### src/hdl/switch_port_link_control_map.vh
// register map, field positions, reset values and timing figures of the port link control
`ifndef SWITCH_PORT_LINK_CONTROL_MAP_VH
`define SWITCH_PORT_LINK_CONTROL_MAP_VH

// register byte addresses
`define REG_CTRL 8'h00
`define REG_RANGE 8'h04
`define REG_STATUS 8'h08

// control register fields
`define CTRL_ADMIN 0
`define CTRL_SPEED_LO 1
`define CTRL_SPEED_HI 3
`define CTRL_FLOW 4
`define CTRL_LOOP 5

// range command fields
`define RANGE_FIRST_LO 0
`define RANGE_FIRST_HI 3
`define RANGE_LAST_LO 4
`define RANGE_LAST_HI 7
`define RANGE_SHUT 8

// status register fields
`define STAT_LINK 0
`define STAT_SPEED_LO 1
`define STAT_SPEED_HI 2
`define STAT_FULL 3
`define STAT_XOVER 4
`define STAT_NEGOTIATED 5
`define STAT_PAUSE 6
`define STAT_JAM 7
`define STAT_ADMIN 8

// speed and duplex selection codes
`define SEL_AUTO 3'h0
`define SEL_10F 3'h1
`define SEL_10H 3'h2
`define SEL_100F 3'h3
`define SEL_100H 3'h4
`define SEL_1000F 3'h5
`define SEL_LAST 3'h5

// resolved speed codes
`define SPD_10 2'h0
`define SPD_100 2'h1
`define SPD_1000 2'h2

// ability bit positions: 10 half, 10 full, 100 half, 100 full, 1000 full
`define AB_10H 0
`define AB_10F 1
`define AB_100H 2
`define AB_100F 3
`define AB_1000F 4
`define AB_ALL 5'h1f
`define AB_NONE 5'h00

// reset values
`define RST_ADMIN 1'h1
`define RST_FLOW 1'h0
`define RST_LOOP 1'h0

// timing
`define CLK_PERIOD_NS 10
`define AN_WAIT_US 1000
`define AN_TIMER_W 17

`endif

### src/hdl/switch_port_link_control.v
// per-port link control: admin state, speed and duplex, crossover, flow control, loopback
//
// Decided for this implementation: the address map and the address-and-strobe port.
`timescale 1ns/100ps
`include "switch_port_link_control_map.vh"
//
// Operation
// - auto mode negotiates common best speed and duplex
// - silent partner: detected speed, half duplex
// - forced mode links only at configured setting
// - gigabit reached only through auto-negotiation
// - accept only auto, 10F, 10H, 100F, 100H, 1000F
// - reset gives auto selection, flow control off
// - full duplex congestion sends pause request
// - half duplex congestion drives jam collision
// - half duplex never starts sending while receiving
// - crossover follows cable only in auto
// - MAC loopback returns transmit data as receive
// - admin enable, shutdown for single port or range
module switch_port_link_control #(
   parameter [3:0] PORT_NUM = 4'h1,
   parameter [`AN_TIMER_W-1:0] AN_WAIT_CYCLES = (`AN_WAIT_US * 1000) / `CLK_PERIOD_NS
) (
   // clock, reset, enable
   input wire clk,
   input wire reset,
   input wire ce,
   // register port
   input wire [7:0] regAddr,
   input wire [31:0] regWrData,
   input wire regWr,
   input wire regRd,
   output reg [31:0] regRdData_q,
   // negotiation and line detection from the physical layer
   input wire partnerPageValid,
   input wire [4:0] partnerAbility,
   input wire lineSignalValid,
   input wire [1:0] lineSpeedDetect,
   input wire cableCrossed,
   output reg anEnable_q,
   output reg [4:0] advertise_q,
   output reg crossover_q,
   // resolved link state
   output reg linkUp_q,
   output reg [1:0] speed_q,
   output reg fullDuplex_q,
   // frames from the switch core toward the line
   input wire txValid,
   input wire [7:0] txData,
   output reg txReady_q,
   output reg lineTxEn_q,
   output reg [7:0] lineTxData_q,
   // frames from the line toward the switch core
   input wire lineRxDv,
   input wire [7:0] lineRxData,
   output reg rxValid_q,
   output reg [7:0] rxData_q,
   // flow control
   input wire rxCongested,
   output reg pauseReq_q,
   output reg lineJam_q
);

   localparam [1:0] ST_DOWN = 2'h0;
   localparam [1:0] ST_NEG = 2'h1;
   localparam [1:0] ST_UP = 2'h2;

   // abilities offered for a selection code; gigabit only ever as an advertisement
   function [4:0] selAbility;
      input [2:0] sel;
      begin
         case (sel)
            `SEL_10F: selAbility = 5'h1 << `AB_10F;
            `SEL_10H: selAbility = 5'h1 << `AB_10H;
            `SEL_100F: selAbility = 5'h1 << `AB_100F;
            `SEL_100H: selAbility = 5'h1 << `AB_100H;
            `SEL_1000F: selAbility = 5'h1 << `AB_1000F;
            default: selAbility = `AB_ALL;
         endcase
      end
   endfunction

   // speed code of a single ability bit set
   function [1:0] abilitySpeed;
      input [4:0] ab;
      begin
         if (ab[`AB_1000F])
            abilitySpeed = `SPD_1000;
         else if (ab[`AB_100F] || ab[`AB_100H])
            abilitySpeed = `SPD_100;
         else
            abilitySpeed = `SPD_10;
      end
   endfunction

   // highest common ability, gigabit first
   function [4:0] bestCommon;
      input [4:0] ab;
      begin
         if (ab[`AB_1000F])
            bestCommon = 5'h1 << `AB_1000F;
         else if (ab[`AB_100F])
            bestCommon = 5'h1 << `AB_100F;
         else if (ab[`AB_100H])
            bestCommon = 5'h1 << `AB_100H;
         else if (ab[`AB_10F])
            bestCommon = 5'h1 << `AB_10F;
         else if (ab[`AB_10H])
            bestCommon = 5'h1 << `AB_10H;
         else
            bestCommon = `AB_NONE;
      end
   endfunction

   reg adminEn_q;
   reg [2:0] speedSel_q;
   reg flowCtrl_q;
   reg loopback_q;
   reg [1:0] state_q;
   reg [`AN_TIMER_W-1:0] anTimer_q;
   reg negotiated_q;
   reg cfgChanged_q;

   wire ctrlWrite = regWr && (regAddr == `REG_CTRL);
   wire rangeWrite = regWr && (regAddr == `REG_RANGE);
   wire [2:0] wrSel = regWrData[`CTRL_SPEED_HI:`CTRL_SPEED_LO];
   wire [3:0] rangeFirst = regWrData[`RANGE_FIRST_HI:`RANGE_FIRST_LO];
   wire [3:0] rangeLast = regWrData[`RANGE_LAST_HI:`RANGE_LAST_LO];
   wire inRange = (PORT_NUM >= rangeFirst) && (PORT_NUM <= rangeLast);
   wire autoSel = (speedSel_q == `SEL_AUTO);
   wire forcedMode = (speedSel_q != `SEL_AUTO) && (speedSel_q != `SEL_1000F);
   wire [4:0] forcedAb = selAbility(speedSel_q);
   wire [4:0] common = bestCommon(advertise_q & partnerAbility);
   wire halfBusy = !fullDuplex_q && lineRxDv && !lineTxEn_q;
   wire congestedFlow = flowCtrl_q && rxCongested && linkUp_q && adminEn_q && !loopback_q;
   wire txTake = txValid && txReady_q;

   // configuration registers; illegal selection codes leave the old setting in place
   always @(posedge clk)
   begin
      if (reset)
      begin
         adminEn_q <= `RST_ADMIN;
         speedSel_q <= `SEL_AUTO;
         flowCtrl_q <= `RST_FLOW;
         loopback_q <= `RST_LOOP;
         cfgChanged_q <= 1'b0;
      end
      else if (ce)
      begin
         cfgChanged_q <= ctrlWrite || (rangeWrite && inRange);
         if (ctrlWrite)
         begin
            adminEn_q <= regWrData[`CTRL_ADMIN];
            if (wrSel <= `SEL_LAST)
               speedSel_q <= wrSel;
            flowCtrl_q <= regWrData[`CTRL_FLOW];
            loopback_q <= regWrData[`CTRL_LOOP];
         end
         else if (rangeWrite && inRange)
            adminEn_q <= !regWrData[`RANGE_SHUT];
      end
   end

   // read data stands only in the cycle after the strobe; unmapped reads give zero
   always @(posedge clk)
   begin
      if (reset)
         regRdData_q <= 32'h0;
      else if (ce)
      begin
         regRdData_q <= 32'h0;
         if (regRd)
         begin
            if (regAddr == `REG_CTRL)
            begin
               regRdData_q[`CTRL_ADMIN] <= adminEn_q;
               regRdData_q[`CTRL_SPEED_HI:`CTRL_SPEED_LO] <= speedSel_q;
               regRdData_q[`CTRL_FLOW] <= flowCtrl_q;
               regRdData_q[`CTRL_LOOP] <= loopback_q;
            end
            else if (regAddr == `REG_STATUS)
            begin
               regRdData_q[`STAT_LINK] <= linkUp_q;
               regRdData_q[`STAT_SPEED_HI:`STAT_SPEED_LO] <= speed_q;
               regRdData_q[`STAT_FULL] <= fullDuplex_q;
               regRdData_q[`STAT_XOVER] <= crossover_q;
               regRdData_q[`STAT_NEGOTIATED] <= negotiated_q;
               regRdData_q[`STAT_PAUSE] <= pauseReq_q;
               regRdData_q[`STAT_JAM] <= lineJam_q;
               regRdData_q[`STAT_ADMIN] <= adminEn_q;
            end
         end
      end
   end

   // link state machine; any configuration change restarts the link from down
   always @(posedge clk)
   begin
      if (reset)
      begin
         state_q <= ST_DOWN;
         anTimer_q <= {`AN_TIMER_W{1'b0}};
         anEnable_q <= 1'b1;
         advertise_q <= `AB_ALL;
         linkUp_q <= 1'b0;
         speed_q <= `SPD_10;
         fullDuplex_q <= 1'b0;
         negotiated_q <= 1'b0;
      end
      else if (ce)
      begin
         anEnable_q <= !forcedMode;
         advertise_q <= forcedMode ? `AB_NONE : forcedAb;
         if (!adminEn_q || cfgChanged_q || !lineSignalValid)
         begin
            state_q <= ST_DOWN;
            linkUp_q <= 1'b0;
            negotiated_q <= 1'b0;
            anTimer_q <= {`AN_TIMER_W{1'b0}};
         end
         else
         begin
            case (state_q)
               ST_DOWN:
               begin
                  anTimer_q <= {`AN_TIMER_W{1'b0}};
                  if (forcedMode)
                  begin
                     // the partner must be set to the same speed; duplex is taken as configured
                     if (lineSpeedDetect == abilitySpeed(forcedAb))
                     begin
                        state_q <= ST_UP;
                        linkUp_q <= 1'b1;
                        speed_q <= abilitySpeed(forcedAb);
                        fullDuplex_q <= forcedAb[`AB_10F] || forcedAb[`AB_100F];
                     end
                  end
                  else
                     state_q <= ST_NEG;
               end
               ST_NEG:
               begin
                  if (partnerPageValid)
                  begin
                     // no common ability keeps the port negotiating
                     if (common != `AB_NONE)
                     begin
                        state_q <= ST_UP;
                        linkUp_q <= 1'b1;
                        negotiated_q <= 1'b1;
                        speed_q <= abilitySpeed(common);
                        fullDuplex_q <= common[`AB_1000F] || common[`AB_100F] || common[`AB_10F];
                     end
                  end
                  else if (anTimer_q >= AN_WAIT_CYCLES)
                  begin
                     // parallel detection cannot reach gigabit and only 10 or 100 half qualify
                     if (autoSel && (lineSpeedDetect != `SPD_1000))
                     begin
                        state_q <= ST_UP;
                        linkUp_q <= 1'b1;
                        speed_q <= lineSpeedDetect;
                        fullDuplex_q <= 1'b0;
                     end
                     else
                        anTimer_q <= {`AN_TIMER_W{1'b0}};
                  end
                  else
                     anTimer_q <= anTimer_q + 1'b1;
               end
               ST_UP:
                  linkUp_q <= 1'b1;
               default:
               begin
                  state_q <= ST_DOWN;
                  linkUp_q <= 1'b0;
               end
            endcase
         end
      end
   end

   // crossover only follows the cable when the selection is auto; otherwise fixed straight
   always @(posedge clk)
   begin
      if (reset)
         crossover_q <= 1'b0;
      else if (ce)
         crossover_q <= autoSel ? cableCrossed : 1'b0;
   end

   // flow control: pause in full duplex, collision jam in half duplex
   always @(posedge clk)
   begin
      if (reset)
      begin
         pauseReq_q <= 1'b0;
         lineJam_q <= 1'b0;
      end
      else if (ce)
      begin
         pauseReq_q <= congestedFlow && fullDuplex_q;
         // jam only while the sender is on the wire, so that it sees a collision
         lineJam_q <= congestedFlow && !fullDuplex_q && lineRxDv;
      end
   end

   // transmit path; the ready term lags carrier by one cycle, so the send gate rechecks it
   always @(posedge clk)
   begin
      if (reset)
      begin
         txReady_q <= 1'b0;
         lineTxEn_q <= 1'b0;
         lineTxData_q <= 8'h0;
      end
      else if (ce)
      begin
         txReady_q <= adminEn_q && (loopback_q || (linkUp_q && !halfBusy && !lineJam_q));
         lineTxEn_q <= txTake && !loopback_q && linkUp_q && !halfBusy;
         lineTxData_q <= (txTake && !loopback_q) ? txData : 8'h0;
      end
   end

   // receive path: line data, or in loopback the accepted transmit data
   always @(posedge clk)
   begin
      if (reset)
      begin
         rxValid_q <= 1'b0;
         rxData_q <= 8'h0;
      end
      else if (ce)
      begin
         if (!adminEn_q)
         begin
            rxValid_q <= 1'b0;
            rxData_q <= 8'h0;
         end
         else if (loopback_q)
         begin
            rxValid_q <= txTake;
            rxData_q <= txData;
         end
         else
         begin
            rxValid_q <= lineRxDv && linkUp_q;
            rxData_q <= lineRxDv ? lineRxData : 8'h0;
         end
      end
   end

endmodule

### config.mk
export PLATFORM = sky130hd
export DESIGN_NAME = switch_port_link_control
export DESIGN_NICKNAME = d
export VERILOG_FILES = /design/src/hdl/switch_port_link_control.v
export VERILOG_INCLUDE_DIRS = /design/src /design/src/hdl
export SDC_FILE = /design/constraint.sdc
export NUM_CORES = 1
export LEC_CHECK = 0
export BUFFER_PORTS_ARGS = -buffer_cell sky130_fd_sc_hd__buf_2
export CAP_MARGIN = 20
export CORE_MARGIN = 3
export CORE_UTILIZATION = 35
export CTS_CLUSTER_SIZE = 24
export DETAILED_ROUTE_END_ITERATION = 10
export GPL_TIMING_DRIVEN = 0
export SYNTH_ARGS = -nofsm -noshare
export SYNTH_HDL_FRONTEND = slang
export SYNTH_SLANG_ARGS = --single-unit
### constraint.sdc
create_clock -name clk -period 5.25 [get_ports clk]
set_input_delay 0.2625 -clock clk [delete_from_list [all_inputs] [get_ports clk]]
set_output_delay 0.2625 -clock clk [all_outputs]
set_load 0.01 [all_outputs]
==> After elaboration in Yosys (flattened, before gate mapping) <==
Cells that the tools add are included.
Widths: inputs -> output; s select.
{ "op_classes": {"order_cmp": 4, "n_eq_ne": 26, "bitwise": 2, "n_reduce_logical": 60, "n_mux": 67, "n_addsub": 1} }
{ "ops": {"columns": ["operator", "n"], "rows": [
  ["$mux 17", 4],
  ["$mux 2", 21],
  ["$pmux 17 s2", 1],
  ["$mux 8", 4],
  ["$pmux 5 s5", 1],
  ["$mux 1", 24],
  ["$logic_and 1x1->1", 23],
  ["$ne 3x3->1 const B", 7],
  ["$ne 4x4->1 const B", 5],
  ["$mux 9", 2],
  ["$add 17x1->17 const B", 1],
  ["$ge 17x17->1 const B", 1],
  ["$reduce_and 6->1", 2],
  ["$mux 5", 2],
  ["$reduce_bool 2->1", 5],
  ["$logic_not 1->1", 9],
  ["$logic_or 1x1->1", 9],
  ["$eq 8x3->1 const B", 1],
  ["$eq 8x4->1 const B", 1],
  ["$logic_not 8->1", 1],
  ["$ne 2x2->1 const B", 4],
  ["$reduce_and 4->1", 2],
  ["$reduce_and 8->1", 1],
  ["$eq 3x2->1 const B", 2],
  ["other kinds (23)", 27]
]} }
{ "totals": {"out_inout_bits": 64, "regBits": 68} }

==> Logic depth before layout (Yosys ltp) <==
{ "logic_depth": {"ltp_word": 15, "ltp_mapped": 9, "ltp_nobuf": 7} }

==> Least setup slack after synthesis <==
Ideal clock, no wire load.
{ "synth_path": {"kind": "reg2reg", "startpoint": "reg speedSel_q[0]", "endpoint": "reg anTimer_q[12]", "slack_ns": 3.288, "setup_ns": 0.101, "arrival_ns": 1.861, "path_stages_with_launch": 10, "path_buffers": 3, "cell_sequence": "dfxtp_1 > buf_6 > or3_4 > or4_1 > o21ai_1 > and2_1 > buf_6 > buf_12 > o21ai_0 > o41ai_1"} }
{ "synth_via": {"elab_chain_len": 4} }
{ "synth_rtl": {"columns": ["item", "line_no", "rtl"], "rows": [
  ["start: declaration", "switch_port_link_control.v:116", "reg [2:0] speedSel_q;"],
  ["start signal: assignment", "switch_port_link_control.v:144", "speedSel_q <= `SEL_AUTO;"],
  ["start signal: assignment", "switch_port_link_control.v:156", "speedSel_q <= wrSel;"],
  ["$logic_not 3->1 (no source line)", null, null],
  ["$logic_and 1x1->1", "switch_port_link_control.v:259", "if (autoSel && (lineSpeedDetect != `SPD_1000))"],
  ["$ne 4x4->1 (no source line)", null, null],
  ["$reduce_and 4->1 (no source line)", null, null],
  ["end signal: assignment", "switch_port_link_control.v:227", "anTimer_q <= {`AN_TIMER_W{1'b0}};"],
  ["end signal: assignment", "switch_port_link_control.v:267", "anTimer_q <= {`AN_TIMER_W{1'b0}};"],
  ["end signal: assignment", "switch_port_link_control.v:270", "anTimer_q <= anTimer_q + 1'b1;"],
  ["end: declaration", "switch_port_link_control.v:120", "reg [`AN_TIMER_W-1:0] anTimer_q;"]
]} }
Every way passes these cells.
A chain may end at the register's enable or synchronous reset.

==> Final worst setup path <==
{ "layout_path": {"startpoint": "reg state_q[0]", "endpoint": "reg anTimer_q[15]"} }
{ "layout_via": {"elab_chain_len": 3} }
{ "layout_rtl": {"columns": ["item", "line_no", "rtl"], "rows": [
  ["start: declaration", "switch_port_link_control.v:119", "reg [1:0] state_q;"],
  ["start signal: assignment", "switch_port_link_control.v:202", "state_q <= ST_DOWN;"],
  ["start signal: assignment", "switch_port_link_control.v:217", "state_q <= ST_DOWN;"],
  ["start signal: assignment", "switch_port_link_control.v:233", "state_q <= ST_UP;"],
  ["$eq 2x1->1 / $logic_not 2->1 (equally long branches)", "switch_port_link_control.v:224", "case (state_q)"],
  ["$ne 4x4->1 (no source line) (tied with other cells)", null, null],
  ["$reduce_and 4->1 (no source line) / $mux 17 (equally long branches)", null, null],
  ["end signal: assignment", "switch_port_link_control.v:220", "anTimer_q <= {`AN_TIMER_W{1'b0}};"],
  ["end signal: assignment", "switch_port_link_control.v:227", null],
  ["end signal: assignment", "switch_port_link_control.v:267", null]
]} }
Parallel ways exist; a longest one is shown, timed or not.

==> results by group <==
Logic synthesis
  • Sequential share of the synthesized area: 38.4%
  • Async SR Flop Fraction: 0%
  • Seq cells post-synth: 68
  • Cell Area, Synth: 3540 um^2
  • Yosys warning total: 0
  • EDFF count, synth: 0
  • Most numerous cell in the Yosys netlist: dfxtp_1
  • Largest family of logic cells by synthesized area: compound AO/OA/AOI/OAI gates
  • Syn Area/Cell: 8.11 um^2
  • Ys flop type: dfxtp_1
  • Adder-Cell Fraction of Synth Area: 0.706%
  • Synth area leaders: dfxtp_1, a22oi_1, nor2_1
  • Synth Area in Compound Gates: 25.2%
  • Synth cell types: 55
  • Cells after Synth: 437
  • Multiplexer share of the synthesized area: 2.26%
  • Post-synth top area share: 38.4%
  • Top cell type by total area after synthesis: dfxtp_1
  • Post-Synth XOR/XNOR Area: 0%
  • Synth top cells by count: dfxtp_1, nor2_1, o21ai_0, a22oi_1, nand2_1
  • Simple-gate share of the synthesized area: 23.2%

Floorplanning
  • Die area: 11400 um^2
  • Row Count: 36
  • Core Box Area: 9820 um^2
  • Die X: 107 um
  • Top Ports: 138
  • Initial Util: 36.1%
  • Die height: 107 um

Worst setup path
  • Critical path capture point: anTimer_q[15]
  • Critical path class: reg2reg
  • CP Launch Point: state_q[0]
  • RR Endpoint: anTimer_q[15]
  • Worst r2r path cells: 7
  • FF-to-FF setup slack: 2.77 ns
  • Worst EP required: 5.50 ns
  • WP data arrival: 2.74 ns
  • Worst-path fanout max: 8
  • CP Launch Type: register
  • Crit. End Element: register
  • Worst R2R Start: state_q[0]

STA
  • Fin. Hold Viols: 0
  • Fin crit period: 2.48 ns
  • Setup violators final: 0
  • Worst Skew: 0.0113 ns
  • Fin crit share: 47.3%
  • Fin Setup TNS: 0 ns
  • Worst slew slack as a fraction of its limit: 39.9%
  • Slew at the pin closest to its max-slew limit: 0.895 ns
  • RSZ-0062 raised after global routing: no
  • FMAX: 403 MHz
  • Max-slew violations: 0

GRT
  • Initial antenna violation count: 0
  • First-pass GRT wire length: 15800 um
  • Vias in the first global route: 3215
  • Total track usage: 17.0%
  • Gr ovfl total: 0
  • Pin count of the biggest net entering global routing: 14

Final layout
  • Layout cells sized above 1: 25.4%
  • Core Util, Final: 45.1%
  • # fillers: 1072
  • Syn-to-layout area delta: 24.9%
  • N_diodes: 0
  • Layout Nets: 637

Route
  • Antenna Violating Nets Remaining: 0
  • Top routing layer in use: met4
  • WL final: 9770 um
  • WL/cell: 14.0 um
  • Vias per cell: 5.02
  • Number of remaining DRC errors: 0
  • Metal1 wirelength: 4570 um
  • Initial drt markers: 235
  • Met2 routed WL: 4660 um
  • Via count of the routed design: 3509
  • DR pass1 iterations: 4
  • Met3 wire len: 454 um

Clock tree
  • Buffer depth of the longest clock path: 2
  • Root buffer cell: clkbuf_8
  • Clock transition at path regs: 0.08 ns
  • TritonCTS Buffers: 9
  • CTS tree: yes
  • CTS H-tree lvls: 3
  • Resize count post-CTS: 0
  • Clock Latency Late Sink: 0.35 ns
  • Post-CTS Setup Inserts: 0
  • CTS Sinks: 68
  • Post-CTS Hold Fix Bufs: 0

Placement
  • # port buffers: 89
  • Routability cong.: 0.838
  • HPWL Detailed: 7260 um

Power and ir drop
  • P_leak: 1.91 nW
  • Design Power: 1.05 mW
  • Pwr/cell area: 237 nW/um^2
  • VDD IR-drop max: 0.000134 V

Outcome
  • Status: completed

Min path
  • Hold crit path type: in2reg

Job
  • MaxCap Viol Count: 0
[flip-flops by register name, indices dropped and copies added, names as in the netlist, 2 cells and up]
name and cells:
regRdData_q 9, speedSel_q 3, speed_q 2, lineTxData_q 8, advertise_q 5, state_q 2, rxData_q 8, anTimer_q 17
[worst min path at each step]
stage	cells past startpoint	to	from	slack, ns
finish	3	crossover_q	cableCrossed	0.15
global route	3	lineTxData_q[2]	txData[2]	0.15
CTS	3	crossover_q	cableCrossed	0.14
detailed placement	2	regRdData_q[6]	regRdData_q[6]	0.45
global placement	2	anEnable_q	anEnable_q	0.45
floorplan	2	speedSel_q[0]	regWrData[1]	0.41
[metal layers]
layer	track usage, %	up-vias
li1	-	1766
met1	23.2	1643
met2	27.7	93
met3	3.13	7
met4	4.47	0
met5	0	-
[placed cells by master, fill, tap and decap left out, types with 3 or more instances in the layout]
cell type and count:
buf_4 24, nor3_1 8, a21oi_2 3, buf_2 90, dfxtp_1 68, and3_1 3
clkbuf_8 9, a22oi_1 29, nand2b_1 3, clkbuf_1 18, inv_1 14, o41ai_1 5
mux2i_1 8, nand4_1 4, o21ai_0 33, a211oi_1 4, and2_1 6, nor3b_1 5
nand3_1 10, nor4_1 4, nand2_1 29, nor2b_1 21, a21oi_1 17, a22o_1 14
buf_1 5, conb_1 23, a31oi_1 8, nor2_1 55
[where the power goes]
part	total [mW]	switching (mW)	internal, mW
clock network	0.391	0.218	0.173
registers	0.528	0.00574	0.522
logic	0.132	0.0767	0.0554
total	1.05	0.300	0.751
[logic make-up (layout without fill, tap and decap cells)]
kind of cell / after synthesis / count (layout)
and+or+nand+nor: 163 / 163
AOI/OAI and AO/OA: 131 / 131
DFF: 68 / 68
buffers and inverters: 64 / 171
muxes: 8 / 8
adders and majority gates: 2 / 2
other: 1 / 23
[cell type report]
type | instances | area [um^2] | area share, %
Multi-Input combinational cell | 327 | 1910 | 43.1
Sequential cell | 68 | 1360 | 30.8
Timing Repair Buffer | 91 | 458 | 10.3
Buffer | 50 | 307 | 6.92
Tap cell | 133 | 166 | 3.76
Clock buffer | 9 | 124 | 2.80
Inverter | 14 | 52.6 | 1.19
Clock inverter | 7 | 51.3 | 1.16
[worst max-delay path, cell delays in order (launching register included)]
cell and delay [ns]:
dfxtp_1 0.32, clkbuf_1 0.25, nand2b_1 0.23, nor2_1 0.17, o21ai_1 0.25, nor3b_1 0.72
nand2_1 0.21, o31ai_1 0.25
[stage by stage]
step	setup slack [ns]	instances	cell area, um^2	hold WS [ns]
after floorplan	3.29	459	3630	0.406
after global placement	2.84	681	4240	0.448
after detailed placement	2.83	682	4250	0.453
after CTS	2.77	698	4420	0.142
after global routing	2.48	699	4430	0.152
final	2.77	699	4430	0.153
Note: power is estimated with default switching activity, not from simulation.
